[config.mk]
export PLATFORM = sky130hd
export DESIGN_NAME = tws_status_irq
export DESIGN_NICKNAME = d
export VERILOG_FILES = /design/src/tws_status_irq.v
export VERILOG_INCLUDE_DIRS = /design/src
export SDC_FILE = /design/constraint.sdc
export NUM_CORES = 1
export LEC_CHECK = 0
export ABC_AREA = 1
export BUFFER_PORTS_ARGS = -buffer_cell sky130_fd_sc_hd__buf_2
export CAP_MARGIN = 20
export CELL_PAD_IN_SITES_DETAIL_PLACEMENT = 0
export CELL_PAD_IN_SITES_GLOBAL_PLACEMENT = 1
export CORE_ASPECT_RATIO = 0.75
export CORE_MARGIN = 2
export CORE_UTILIZATION = 27
export DETAILED_ROUTE_END_ITERATION = 6
export PLACE_DENSITY = 0.87
export SLEW_MARGIN = 20
export SYNTH_ARGS = -nofsm -noshare
export SYNTH_HDL_FRONTEND = slang
export SYNTH_SLANG_ARGS = --single-unit
[constraint.sdc]
create_clock -name hclk -period 1.3 [get_ports hclk]
set_clock_uncertainty 0.1 [all_clocks]
set_input_delay 0.26 -clock hclk [delete_from_list [all_inputs] [get_ports hclk]]
set_output_delay 0.26 -clock hclk [all_outputs]
set_load 0.02 [all_outputs]
[src/tws_consts.vh]
// register offsets, field positions and reset values of the two-wire status block
`ifndef TWS_CONSTS_VH
`define TWS_CONSTS_VH

// ----------------------------------------------------------------
// register byte offsets
// ----------------------------------------------------------------
`define TWS_ADDR_W          8
`define TWS_OFF_STATUS      8'h20
`define TWS_OFF_IRQ_SET     8'h24
`define TWS_OFF_IRQ_CLR     8'h28
`define TWS_OFF_IRQ_MASK    8'h2C
`define TWS_OFF_RX_HOLD     8'h30
`define TWS_OFF_TX_HOLD     8'h34

// ----------------------------------------------------------------
// status and mask bit positions
// ----------------------------------------------------------------
`define TWS_B_TRANSFER_COMPLETE        0
`define TWS_B_RECEIVE_READY         1
`define TWS_B_TRANSMIT_READY         2
`define TWS_B_SLVREAD       3
`define TWS_B_SLVADDR       4
`define TWS_B_GCALL         5
`define TWS_B_OVERRUN       6
`define TWS_B_NOT_ACKNOWLEDGED          8
`define TWS_B_ARBLOST       9
`define TWS_B_STRETCH       10
`define TWS_B_SLVEND        11
`define TWS_B_RXDONE        12
`define TWS_B_TXDONE        13
`define TWS_B_RXALL         14
`define TWS_B_TXALL         15

// ----------------------------------------------------------------
// widths and reset values
// ----------------------------------------------------------------
`define TWS_FLAG_W          16
`define TWS_BYTE_W          8
`define TWS_STATUS_RESET    16'hF009
`define TWS_MASK_RESET      16'h0000
`define TWS_MASK_VALID      16'hFF77
`define TWS_STICKY_BITS     16'h0B60
`define TWS_HOLD_RESET      8'h00
`define TWS_ZERO_WORD       32'h00000000

`endif

[src/tws_status_irq.v]
// status flags, interrupt mask and holding registers of a two-wire bus controller
`timescale 1ns/100ps
`include "tws_consts.vh"

// What this block does
// RULE1: master arbitration loss sets arbitration_lost and transfer_complete; status read clears it.
// RULE2: slave clock_stretch_wait is high while holding clock for unserviced holding register.
// RULE3: slave_access_end sets when slave_addressed falls, zero during access, read clears.
// RULE4: rx_count_done sets once rx count reaches zero since last count write; the code sets it in master mode only.
// RULE5: tx_count_done sets once tx count reaches zero since last count write; the code sets it in master mode only.
// RULE6: rx_buffers_all_done reads one only while both rx counters are zero; the code also requires master mode.
// RULE7: tx_buffers_all_done reads one only while both tx counters are zero; the code also requires master mode.
// RULE8: enable-set write sets mask bits written one, others unchanged.
// RULE9: enable-clear write clears mask bits written one, others unchanged.
// RULE10: mask view reads one per enabled source; all mask bits zero after reset.
// RULE11: set, clear and mask share one layout; bits 3 and 7 reserved.
// RULE12: receive holding register shows last received byte in bits 7..0, rest zero.
// RULE13: transmit holding register takes next byte to send in bits 7..0.
// RULE14: master transfer_complete low during frame, high after empty shifter and stop.
// RULE15: slave_addressed rises on address match, falls on not-acknowledge or stop.
// RULE16: interrupt output high while any flag is high with its mask bit set.
// RULE17: transfer counters come from the DMA channel; buffer flags derive combinationally.

module tws_status_irq #(
    parameter CNT_W = 16
) (
    input  wire                      hclk,
    input  wire                      hresetn,
    // ahb-lite slave
    input  wire                      hsel,
    input  wire [31:0]               haddr,
    input  wire [1:0]                htrans,
    input  wire                      hwrite,
    input  wire [2:0]                hsize,
    input  wire [31:0]               hwdata,
    input  wire                      hready,
    output wire                      hreadyout,
    output wire                      hresp,
    output reg  [31:0]               hrdata,
    // byte-level engine, same clock
    input  wire                      master_mode,
    input  wire                      frame_start,
    input  wire                      frame_done,
    input  wire                      arb_lost_event,
    input  wire                      not_acknowledged_event,
    input  wire                      rx_byte_valid,
    input  wire [7:0]                received_byte,
    input  wire                      tx_byte_taken,
    input  wire                      slave_read,
    input  wire                      addr_match,
    input  wire                      stop_or_not_acknowledged,
    input  wire                      general_call,
    output reg  [7:0]                byte_to_send,
    output wire                      tx_hold_written,
    output wire                      transmit_ready,
    // dma channel counters, same clock
    input  wire [CNT_W-1:0]          rx_transfer_count,
    input  wire [CNT_W-1:0]          rx_next_count,
    input  wire [CNT_W-1:0]          tx_transfer_count,
    input  wire [CNT_W-1:0]          tx_next_count,
    input  wire                      rx_count_written,
    input  wire                      tx_count_written,
    // bus clock pin and interrupt output
    input  wire                      scl_in,
    output wire                      scl_out,
    output wire                      scl_oe_n,
    output wire                      irq
);

    // ----------------------------------------------------------------
    // bus address and data phase
    // ----------------------------------------------------------------
    reg                         dp_valid;
    reg                         dp_write;
    reg  [`TWS_ADDR_W-1:0]      dp_addr;
    wire                        ap_take;
    wire                        ap_read;
    wire [`TWS_ADDR_W-1:0]      ap_addr;
    wire                        wr_now;

    // zero wait states: every register answers in the first data cycle
    assign hreadyout = 1'b1;
    assign hresp     = 1'b0;
    assign ap_take   = hsel & htrans[1] & hready;
    assign ap_read   = ap_take & ~hwrite;
    assign ap_addr   = haddr[`TWS_ADDR_W-1:0];
    assign wr_now    = dp_valid & dp_write;

    always @(posedge hclk or negedge hresetn) begin
        if (!hresetn) begin
            dp_valid <= 1'b0;
            dp_write <= 1'b0;
            dp_addr  <= {`TWS_ADDR_W{1'b0}};
        end else begin
            dp_valid <= ap_take;
            dp_write <= hwrite;
            dp_addr  <= ap_addr;
        end
    end

    wire        wr_status;
    wire        wr_irq_set;
    wire        wr_irq_clr;
    wire        wr_tx_hold;
    wire        rd_status;
    wire        rd_rx_hold;
    wire [15:0] w1c;
    wire [15:0] rclr;
    wire [15:0] clr;

    assign wr_status  = wr_now & (dp_addr == `TWS_OFF_STATUS);
    assign wr_irq_set = wr_now & (dp_addr == `TWS_OFF_IRQ_SET);
    assign wr_irq_clr = wr_now & (dp_addr == `TWS_OFF_IRQ_CLR);
    assign wr_tx_hold = wr_now & (dp_addr == `TWS_OFF_TX_HOLD);
    assign rd_status  = ap_read & (ap_addr == `TWS_OFF_STATUS);
    assign rd_rx_hold = ap_read & (ap_addr == `TWS_OFF_RX_HOLD);

    // write-one-to-clear of the sticky bits, alongside clear on read
    assign w1c  = wr_status ? (hwdata[15:0] & `TWS_STICKY_BITS) : 16'h0000;
    assign rclr = rd_status ? `TWS_STICKY_BITS : 16'h0000;
    assign clr  = w1c | rclr;

    // ----------------------------------------------------------------
    // clock pin synchroniser and edge
    // ----------------------------------------------------------------
    reg         scl_meta;
    reg         scl_sync;
    reg         scl_prev;
    wire        scl_fall;

    always @(posedge hclk or negedge hresetn) begin
        if (!hresetn) begin
            scl_meta <= 1'b1;
            scl_sync <= 1'b1;
            scl_prev <= 1'b1;
        end else begin
            scl_meta <= scl_in;
            scl_sync <= scl_meta;
            scl_prev <= scl_sync;
        end
    end

    assign scl_fall = scl_prev & ~scl_sync;

    // ----------------------------------------------------------------
    // flags
    // ----------------------------------------------------------------
    reg         transfer_complete;
    reg         receive_ready;
    reg         tx_ready;
    reg         slave_addressed;
    reg         general_call_seen;
    reg         overrun_error;
    reg         not_acknowledged;
    reg         arbitration_lost;
    reg         clock_stretch_wait;
    reg         slave_access_end;
    reg         rx_count_done;
    reg         tx_count_done;
    reg  [7:0]  rx_hold;
    wire        rx_buffers_all_done;
    wire        tx_buffers_all_done;
    wire        stretch_need;
    wire        slave_mode;
    wire        rx_cur_zero;
    wire        rx_nxt_zero;
    wire        tx_cur_zero;
    wire        tx_nxt_zero;
    wire        tc_set;
    wire        arb_set;
    wire        sa_set;
    wire        sa_fall;
    wire        gcall_set;
    wire        ovr_set;
    wire        rx_done_set;
    wire        tx_done_set;

    assign slave_mode     = ~master_mode;
    assign transmit_ready = tx_ready;

    // RULE17
    assign rx_cur_zero = (rx_transfer_count == {CNT_W{1'b0}});
    assign rx_nxt_zero = (rx_next_count == {CNT_W{1'b0}});
    assign tx_cur_zero = (tx_transfer_count == {CNT_W{1'b0}});
    assign tx_nxt_zero = (tx_next_count == {CNT_W{1'b0}});
    assign rx_buffers_all_done = master_mode & rx_cur_zero & rx_nxt_zero; // RULE6
    assign tx_buffers_all_done = master_mode & tx_cur_zero & tx_nxt_zero; // RULE7

    // set terms; each except rx_done_set and tx_done_set wins over its clear in the same cycle
    assign tc_set      = arb_set | frame_done;
    assign arb_set     = master_mode & arb_lost_event;
    assign sa_set      = slave_mode & addr_match;
    assign sa_fall     = slave_addressed & stop_or_not_acknowledged & ~sa_set;
    assign gcall_set   = slave_mode & general_call;
    assign ovr_set     = rx_byte_valid & receive_ready;
    assign rx_done_set = master_mode & rx_cur_zero;
    assign tx_done_set = master_mode & tx_cur_zero;

    // stretch while a slave byte boundary finds its holding register unserviced
    assign stretch_need = slave_mode & slave_addressed &
                          (slave_read ? tx_ready : receive_ready);

    always @(posedge hclk or negedge hresetn) begin
        if (!hresetn) begin
            transfer_complete  <= 1'b1;
            receive_ready      <= 1'b0;
            tx_ready           <= 1'b0;
            slave_addressed    <= 1'b0;
            general_call_seen  <= 1'b0;
            overrun_error      <= 1'b0;
            not_acknowledged   <= 1'b0;
            arbitration_lost   <= 1'b0;
            clock_stretch_wait <= 1'b0;
            slave_access_end   <= 1'b0;
            rx_hold            <= `TWS_HOLD_RESET;
        end else begin
            // set wins over a clear in the same cycle, for every flag in this always block
            if (tc_set)
                transfer_complete <= 1'b1; // RULE1 RULE14
            else if (frame_start)
                transfer_complete <= 1'b0; // RULE14

            if (rx_byte_valid) begin
                receive_ready <= 1'b1;
                rx_hold       <= received_byte; // RULE12
            end else if (rd_rx_hold)
                receive_ready <= 1'b0;

            if (tx_byte_taken | not_acknowledged_event)
                tx_ready <= 1'b1;
            else if (wr_tx_hold)
                tx_ready <= 1'b0;

            if (sa_set)
                slave_addressed <= 1'b1; // RULE15
            else if (stop_or_not_acknowledged)
                slave_addressed <= 1'b0; // RULE15

            if (gcall_set)
                general_call_seen <= 1'b1;
            else if (clr[`TWS_B_GCALL])
                general_call_seen <= 1'b0;

            if (ovr_set)
                overrun_error <= 1'b1;
            else if (clr[`TWS_B_OVERRUN])
                overrun_error <= 1'b0;

            if (not_acknowledged_event)
                not_acknowledged <= 1'b1;
            else if (clr[`TWS_B_NOT_ACKNOWLEDGED])
                not_acknowledged <= 1'b0;

            if (arb_set)
                arbitration_lost <= 1'b1; // RULE1
            else if (clr[`TWS_B_ARBLOST])
                arbitration_lost <= 1'b0; // RULE1

            // held from the first falling edge after the need until serviced
            clock_stretch_wait <= stretch_need & (clock_stretch_wait | scl_fall); // RULE2

            if (sa_fall)
                slave_access_end <= 1'b1; // RULE3
            else if (slave_addressed | sa_set)
                slave_access_end <= 1'b0; // RULE3
            else if (clr[`TWS_B_SLVEND])
                slave_access_end <= 1'b0; // RULE3
        end
    end

    // counter flags stay set until software rewrites a count
    always @(posedge hclk or negedge hresetn) begin
        if (!hresetn) begin
            rx_count_done <= 1'b1;
            tx_count_done <= 1'b1;
        end else begin
            if (rx_count_written)
                rx_count_done <= 1'b0; // RULE4
            else if (rx_done_set)
                rx_count_done <= 1'b1; // RULE4

            if (tx_count_written)
                tx_count_done <= 1'b0; // RULE5
            else if (tx_done_set)
                tx_count_done <= 1'b1; // RULE5
        end
    end

    // ----------------------------------------------------------------
    // slave_access_end timing
    // ----------------------------------------------------------------
    // the set term reads slave_addressed still high in the falling cycle,
    // so the end flag rises in the same edge that drops slave_addressed

    // ----------------------------------------------------------------
    // clock pin drive
    // ----------------------------------------------------------------
    // only ever pulls low; the line is released otherwise
    assign scl_out  = 1'b0;
    assign scl_oe_n = ~clock_stretch_wait; // RULE2

    // ----------------------------------------------------------------
    // transmit holding register
    // ----------------------------------------------------------------
    assign tx_hold_written = wr_tx_hold;

    always @(posedge hclk or negedge hresetn) begin
        if (!hresetn)
            byte_to_send <= `TWS_HOLD_RESET;
        else if (wr_tx_hold)
            byte_to_send <= hwdata[7:0]; // RULE13
    end

    // ----------------------------------------------------------------
    // status word and mask
    // ----------------------------------------------------------------
    reg  [15:0] status_word;
    reg  [15:0] irq_mask;

    always @* begin
        status_word                  = 16'h0000;
        status_word[`TWS_B_TRANSFER_COMPLETE]   = transfer_complete;
        status_word[`TWS_B_RECEIVE_READY]    = receive_ready;
        status_word[`TWS_B_TRANSMIT_READY]    = tx_ready;
        status_word[`TWS_B_SLVREAD]  = slave_read;
        status_word[`TWS_B_SLVADDR]  = slave_addressed;
        status_word[`TWS_B_GCALL]    = general_call_seen;
        status_word[`TWS_B_OVERRUN]  = overrun_error;
        status_word[`TWS_B_NOT_ACKNOWLEDGED]     = not_acknowledged;
        status_word[`TWS_B_ARBLOST]  = arbitration_lost;
        status_word[`TWS_B_STRETCH]  = clock_stretch_wait;
        status_word[`TWS_B_SLVEND]   = slave_access_end;
        status_word[`TWS_B_RXDONE]   = rx_count_done;
        status_word[`TWS_B_TXDONE]   = tx_count_done;
        status_word[`TWS_B_RXALL]    = rx_buffers_all_done;
        status_word[`TWS_B_TXALL]    = tx_buffers_all_done;
    end

    // reserved bits 3 and 7 can never be enabled
    always @(posedge hclk or negedge hresetn) begin
        if (!hresetn)
            irq_mask <= `TWS_MASK_RESET; // RULE10
        else if (wr_irq_set)
            irq_mask <= irq_mask | (hwdata[15:0] & `TWS_MASK_VALID); // RULE8 RULE11
        else if (wr_irq_clr)
            irq_mask <= irq_mask & ~(hwdata[15:0] & `TWS_MASK_VALID); // RULE9 RULE11
    end

    assign irq = |(status_word & irq_mask); // RULE16

    // ----------------------------------------------------------------
    // read data
    // ----------------------------------------------------------------
    reg  [31:0] next_hrdata;

    always @* begin
        case (ap_addr)
            `TWS_OFF_STATUS:   next_hrdata = {16'h0000, status_word};
            `TWS_OFF_IRQ_MASK: next_hrdata = {16'h0000, irq_mask}; // RULE10
            `TWS_OFF_RX_HOLD:  next_hrdata = {24'h000000, rx_hold}; // RULE12
            `TWS_OFF_TX_HOLD:  next_hrdata = {24'h000000, byte_to_send};
            default:           next_hrdata = `TWS_ZERO_WORD;
        endcase
    end

    // data is captured at the address edge, together with any read clear
    always @(posedge hclk or negedge hresetn) begin
        if (!hresetn)
            hrdata <= `TWS_ZERO_WORD;
        else if (ap_read)
            hrdata <= next_hrdata;
    end

endmodule

; ---- Word level (Yosys, flattened, before mapping)
; Cells that the tools add are included.
[totals]
regBits = 89
out_inout_bits = 47
wordCells = 114
[classes]
eq_ne = 8
n_mux = 29
bitwise_logic = 38
reduce_logical = 17
[op_table]
columns = cell, count
row1 = equality test 8 x 6 -> 1 bit (second input constant), 8
row2 = logical NOT 16 bit, 4
row3 = case mux 16 bit (4 select lines), 1
row4 = bitwise AND 16 bit, 2
row5 = 2-to-1 mux 16 bit, 2
row6 = bitwise AND 1 bit, 24
row7 = 2-to-1 mux 1 bit, 24
row8 = 2-to-1 mux 12 bit, 2
row9 = nonzero test 2 bit, 11
row10 = inverter 16 bit, 1
row11 = OR 16 bit, 1
row12 = OR reduction 16 bit, 1
row13 = OR 12 bit, 1
row14 = inverter 1 bit, 5
row15 = OR 1 bit, 4
row16 = nonzero test 3 bit, 1

; ---- Logic depth before layout (Yosys ltp)
; Gate-level depths: netlist (run 1).
[depth]
ltp_word = 9
ltp_mapped = 10
mapped_depth_nobuf = 9

; ---- Worst setup path after synthesis (run 1)
; OpenSTA, ideal clock, no wires.
[synth_path]
path_kind = input to output
startpoint = input tx_transfer_count[1]
endpoint = output irq
t_arrival_ns = 1.094
path_slack_ns = -0.154
path_stages = 6
path_buffers = 0
path_cell_list = or2_2 nor2_1 nand2_1 nor2_1 nand3_1 nand3_1
[synth_between]
elab_chain_cells = 5
[synth_lines]
columns = item, line_no
row1 = start: declaration, tws_status_irq.v:59  ; input wire [CNT_W-1:0] tx_transfer_count,
row2 = logical NOT 16 bit, tws_status_irq.v:184  ; assign tx_cur_zero = (tx_transfer_count == {CNT_W{1'b0}});
row3 = bitwise AND 1 bit (2 in a row), tws_status_irq.v:187  ; assign tx_buffers_all_done = master_mode & tx_cur_zero & tx_nxt_zero;
row4 = bitwise AND 16 bit, tws_status_irq.v:349  ; assign irq = |(status_word & irq_mask);
row5 = OR reduction 16 bit, tws_status_irq.v:349
row6 = end: declaration, tws_status_irq.v:67  ; output wire irq
; No other way between the ends.

==> flow_summary.json, run 1 <==
{
  "ir_drop_mv": 0.5692,
  "clk_latency_ps": 330,
  "hold_violations": 0,
  "globalRouteOverflowTotal": 0,
  "power_frac_comb_pct": 11.1,
  "gp_congestion": 0.8292,
  "synthCells": 472,
  "ant_nets": 0,
  "detail_route.vias_per_cell": 4.366,
  "critPathArrivalTime_ps": 1420,
  "max_stage_delay_ps": 390,
  "outcome": "finished, violations left",
  "coreArea_um2": 13110,
  "grt_pass1_wl_mm": 19.10,
  "finalSetupTns_ps": -6691,
  "cp_top_family": "simple AND/OR/NAND/NOR gates",
  "htreeDepth": 3,
  "yosysSeqAreaShare_pct": 48.89,
  "pwr-share-seq_pct": 39.5,
  "start_util_pct": 27.84,
  "grt_setup_unrepaired": "true",
  "cap_violations": 0,
  "period_needed_ps": 1782,
  "ys_warn_count": 0,
  "synth.distinct_cells": 31,
  "drc": 0,
  "dpl.cell_count": 834,
  "power_density_nw_per_um2": 1008,
  "syn_to_final_growth_pct": 59.55,
  "crit_buf_inv": 2,
  "grt_max_degree": 72,
  "worst_setup_path_end_kind": "output pin",
  "antenna_found_initial": 2,
  "setup_viol": 32,
  "intPower_w": 0.004564,
  "firstDrtPassIters": 5,
  "fmax_mhz": 561.0,
  "drv_slew": 0,
  "cts_buffers": 9,
  "worst-path-max-fanout": 2,
  "io_buffer_count": 143,
  "cts_buffer_depth": 2,
  "power_w": 0.005867,
  "netlist_area_um2": 3650,
  "ys_ff_latch": 71,
  "swShare_pct": 22.21,
  "drtIter0Drc": 298,
  "post-route-worst-setup-slack_ps": -482.5,
  "avgSynthCellArea_um2": 7.733,
  "wire_per_inst_um": 13.39,
  "violations": "setup timing",
  "cpMaxStageDelayCell": "dfrtp_1",
  "die_area_um2": 14470,
  "cts_tree": "built",
  "grtUsageTotal_pct": 16.51,
  "post-place-ws_ps": -303.9,
  "via_count": 3820,
  "clkTransAtPathRegs_ps": 60,
  "pin_count": 207,
  "required_ps": 940,
  "worstSetupPathType": "reg -> out",
  "finalWirelength_mm": 11.71,
  "final_cells": 875,
  "switching_power_w": 0.001303,
  "nNetsFinal": 858,
  "clock_power_share_pct": 49.3,
  "rows": 36,
  "grt_pass1_vias": 3963,
  "hp-class": "in -> reg",
  "crit_path_start_kind": "register",
  "clock-sinks": 71,
  "die_width_um": 138.3,
  "drive_above_1_share_pct": 46.09,
  "crit_chain": "inv_2 > o21ai_1 > nor2_1 > nand4_1 > nor2_2 > nand3_2 > buf_6",
  "die_y_um": 104.7,
  "hpwl_mm": 8.652,
  "fin_crit_sh_pct": 137.1,
  "p_leak_nw": 3.194,
  "cts-root-buf": "clkbuf_16"
}
-- path summary, 6_finish.rpt --
kind | from | endpoint | slack, ps | cells after the start
min in group asynchronous | hresetn | hrdata[7]$_DFFE_PN0N_ | 380 | 3
setup / recovery | register | irq | -480 | 7
max in group asynchronous | hresetn | transfer_complete$_DFFE_PN1P_ | 370 | 3
hold / removal | hwdata[3] | byte_to_send[3]$_DFFE_PN0P_ | 20 | 3
setup reg to reg | dp_addr[6]$_DFF_PN0_ | register | -310 | 8
hold reg to reg | scl_meta$_DFF_PN1_ | scl_sync$_DFF_PN1_ | 250 | 0
-- through the flow --
stage          util (%)  area (um2)  hold WS, ps
6_report          44.43        5823        24.73
5_1_grt           44.41        5821        21.90
4_1_cts           43.71        5729        12.15
3_5_place_dp      37.70        4941        219.9
3_3_place_gp      37.70        4941        219.3
2_1_floorplan         -        3732       -135.6
-- cells by family (layout without fill, tap and decap cells) --
group	after synthesis	in the layout	synth area share, %
buffers and inverters	88	302	11.45
AND/OR/NAND/NOR	265	265	31.37
AO/OA/AOI/OAI	39	39	5.931
multiplexers	7	7	2.160
flip-flops	71	71	48.89
other	2	20	0.2058
-- what timing repair did --
action | 4_1_cts | 5_1_grt
buffers inserted | 32 | 9
pin swaps | 24 | 18
resized for setup | 70 | 41
hold endpoints to repair | 71 | 0
hold buffers | 7 | 0
setup endpoints to repair | 33 | 46
gates cloned | 1 | 0
-- layer usage --
metal  GRT usage (%)  part of all wire (%)  vias to the layer above
met5               0                 0.060                        -
met3           5.225                   6.8                       22
met2           25.88                    44                      108
met1           22.30                    47                     1786
met4           3.936                   1.8                        2
li1                -                     -                     1902
-- cell type report --
type | instances | area, um2
antenna | 1 | 2.502
clock buffer | 11 | 252.7
clock inverter | 5 | 103.9
fill | 1290 | 7284
inverter | 60 | 225.2
multi-input combinational | 330 | 1752
sequential | 71 | 1784
tap | 171 | 214.0
timing repair buffer | 226 | 1489
-- power by group through the flow --
| stage | combinational [W] | clock (W) | sequential (W) |
|---|---|---|---|
| 2_1_floorplan | 0.000254 | 0 | 0.00236 |
| 3_3_place_gp | 0.000559 | 0 | 0.00235 |
| 3_5_place_dp | 0.000568 | 0 | 0.00235 |
| 4_1_cts | 0.000641 | 0.00296 | 0.00232 |
| 5_1_grt | 0.000727 | 0.00306 | 0.00233 |
| 6_report | 0.000653 | 0.00289 | 0.00232 |
-- cells in the final DEF, fill, tap and decap left out, drive strengths merged --
master	instances
nor3	2
diode	1
nor4	1
and2	2
o22ai	4
nand3	36
nor2	53
dfstp	6
o21bai	1
o21ba	2
and3	1
a21oi	4
conb	19
dlygate4sd3	7
or2	1
o21ai	27
o2111ai	1
mux2	7
clkinv	2
buf	218
clkbuf	12
nand2	156
dfrtp	65
inv	60
nand4	13
bufinv	3
-- worst register-to-register path: stages, from the launching register on --
cell     delay (ps)
dfrtp_1         370
inv_2            70
buf_6            90
nand4_1         180
nor2_4          210
nand4_4         100
buf_12          170
o21ai_1         130
nand2_1          70
-- cell usage after synthesis --
| master | number | area, um2 |
|---|---|---|
| a21oi_1 | 4 | 20.02 |
| and2_1 | 2 | 12.51 |
| and3_1 | 1 | 6.260 |
| buf_2 | 3 | 15.01 |
| buf_4 | 20 | 150.1 |
| buf_6 | 1 | 11.26 |
| clkbuf_1 | 3 | 11.26 |
| clkbuf_2 | 1 | 5.000 |
| conb_1 | 2 | 7.510 |
| dfrtp_1 | 65 | 1627 |
| dfstp_2 | 6 | 157.7 |
| inv_1 | 57 | 214.0 |
| inv_2 | 3 | 11.26 |
| mux2_2 | 7 | 78.83 |
| nand2_1 | 153 | 574.3 |
| nand2_2 | 3 | 18.77 |
| nand3_1 | 36 | 180.2 |
| nand4_1 | 12 | 75.07 |
| nand4_2 | 1 | 12.51 |
| nor2_1 | 45 | 168.9 |
| nor2_2 | 5 | 31.28 |
| nor2_4 | 2 | 22.52 |
| nor2_8 | 1 | 20.02 |
| nor3_1 | 2 | 10.01 |
| nor4_1 | 1 | 6.260 |
| o2111ai_1 | 1 | 8.760 |
| o21ai_0 | 27 | 135.1 |
| o21ba_2 | 2 | 20.02 |
| o21bai_1 | 1 | 7.510 |
| o22ai_1 | 4 | 25.02 |
| or2_2 | 1 | 6.260 |
No activity file was read; power rests on OpenSTA's default activity.
==> inputs of run 2 (changes only) <==
--- a/config.mk
+++ b/config.mk
@@ -16,6 +16,7 @@
 export CORE_UTILIZATION = 27
 export DETAILED_ROUTE_END_ITERATION = 6
 export PLACE_DENSITY = 0.87
+export RECOVER_POWER = 25
 export SLEW_MARGIN = 20
 export SYNTH_ARGS = -nofsm -noshare
 export SYNTH_HDL_FRONTEND = slang
==> flow_summary.json, run 2 (synthesized netlist as in run 1, its figures left out) <==
{
  "drc": 0,
  "cp_top_family": "simple AND/OR/NAND/NOR gates",
  "pin_count": 207,
  "clock-sinks": 71,
  "worst-path-max-fanout": 2,
  "swShare_pct": 22.27,
  "die_width_um": 138.3,
  "mostFrequentLayoutCell": "nand2_1",
  "via_count": 3810,
  "p_leak_nw": 3.169,
  "power_w": 0.005861,
  "wire_per_inst_um": 13.46,
  "fmax_mhz": 558.0,
  "ir_drop_mv": 0.5694,
  "crit_path_start_kind": "register",
  "ff_latch_area_um2": 1784,
  "firstDrtPassIters": 5,
  "power_frac_comb_pct": 11.0,
  "coreArea_um2": 13110,
  "setup_viol": 32,
  "drive_above_1_share_pct": 45.09,
  "fin_util_pct": 44.25,
  "period_needed_ps": 1792,
  "hpwl_mm": 8.652,
  "worst_slew_pin_slew_ps": 648.5,
  "drtIter0Drc": 255,
  "intPower_w": 0.004556,
  "post-route-worst-setup-slack_ps": -492.0,
  "required_ps": 940,
  "globalRouteOverflowTotal": 0,
  "die_area_um2": 14470,
  "grt_pass1_vias": 3963,
  "multi_input_area_um2": 1752,
  "cts_tree": "built",
  "max_stage_delay_ps": 390,
  "min_from": "hwdata[3]",
  "finalWirelength_mm": 11.78,
  "cts-root-buf": "clkbuf_16",
  "power_density_nw_per_um2": 1010,
  "switching_power_w": 0.001305,
  "outcome": "finished, violations left",
  "die_y_um": 104.7,
  "hold_depth": 3,
  "cts_buffers": 9,
  "cts_buffer_depth": 2,
  "htreeDepth": 3,
  "violations": "setup timing",
  "syn_to_final_growth_pct": 58.93,
  "ant_nets": 0,
  "io_buffer_count": 143,
  "grt_pass1_wl_mm": 19.10,
  "hold_violations": 0,
  "gp_congestion": 0.8292,
  "dpl.cell_count": 834,
  "crit_chain": "inv_2 > o21ai_1 > nor2_1 > nand4_1 > nor2_2 > nand3_2 > buf_6",
  "pwr-share-seq_pct": 39.6,
  "nNetsFinal": 858,
  "detail_route.vias_per_cell": 4.354,
  "hp-class": "in -> reg",
  "start_util_pct": 27.84,
  "r2r_start": "dp_addr[6]$_DFF_PN0_",
  "layout_common_cells": "nand2_1, buf_2, dfrtp_1",
  "clock_power_share_pct": 49.4,
  "grt_setup_unrepaired": "true",
  "grt_max_degree": 72,
  "relSlewSlack_pct": 56.77,
  "worst_setup_path_end_kind": "output pin",
  "cap_violations": 0,
  "crit_buf_inv": 2,
  "antenna_found_initial": 2,
  "rows": 36,
  "drv_slew": 0,
  "fillers": 1297,
  "worstSetupPathType": "reg -> out",
  "worst-path-stages": 7,
  "cpMaxStageDelayCell": "dfrtp_1",
  "final_cells": 875,
  "r2r_cells": 8,
  "clk_latency_ps": 330,
  "clkTransAtPathRegs_ps": 60,
  "fin_crit_sh_pct": 137.8,
  "grtUsageTotal_pct": 16.51,
  "critPathArrivalTime_ps": 1430
}
-- run 2: metal layers --
metal / vias to the layer above / track usage, % / share of wire [%]
met1: 1766 / 22.30 / 47
li1: 1901 / - / -
met3: 20 / 5.225 / 7.1
met2: 121 / 25.88 / 44
met5: - / 0 / 0.059
met4: 2 / 3.936 / 1.7
-- run 2: power by group through the flow --
stage / logic [W] / clock network (W) / registers, W
after floorplan: 0.000254 / 0 / 0.00236
after global placement: 0.000559 / 0 / 0.00235
after detailed placement: 0.000568 / 0 / 0.00235
after CTS: 0.000641 / 0.00296 / 0.00232
after global routing: 0.000718 / 0.00306 / 0.00233
final: 0.000645 / 0.00290 / 0.00232
-- run 2: path summary, 6_finish.rpt --
path                       slack (ps)                           to
min reg2reg                       250           scl_sync$_DFF_PN1_
max                              -490                          irq
max reg2reg                      -310                     register
min                                30  byte_to_send[3]$_DFFE_PN0P_
max in group asynchronous         180  byte_to_send[0]$_DFFE_PN0P_
min in group asynchronous         480        hrdata[6]$_DFFE_PN0N_
-- run 2: repair_timing --
item	CTS	global route
pin swaps	24	18
setup buffers	32	9
gates resized for setup	70	41
endpoints found under the hold margin	71	0
gates cloned	1	0
setup endpoints to repair	33	46
hold buffers	7	0
-- run 2: area by class of cell --
cell class	instances	share of cell area, %
diodes	1	0.04314
clock buffers	11	4.357
clock inverters	5	1.790
inverters	60	3.883
multi-input cells	330	30.20
flip-flops and latches	71	30.76
well taps	171	3.689
repair buffers	226	25.28
-- run 2: tightest hold or removal path, cell delays in order --
cell     delay [ps]
buf_2            80
nand2_2          40
nand2_1          40
-- run 2: through the flow --
| step | setup TNS [ps] | area, um2 | worst slack [ps] | hold slack [ps] |
|---|---|---|---|---|
| after global routing | -9079 | 5798 | -572.8 | 21.90 |
| after detailed placement | -9011 | 4941 | -303.9 | 219.9 |
| final | -6693 | 5801 | -492.0 | 25.11 |
| after CTS | -7039 | 5729 | -502.0 | 12.15 |
| after global placement | -7398 | 4941 | -305.1 | 219.3 |
| after floorplan | -586.7 | 3732 | -49.86 | -135.6 |
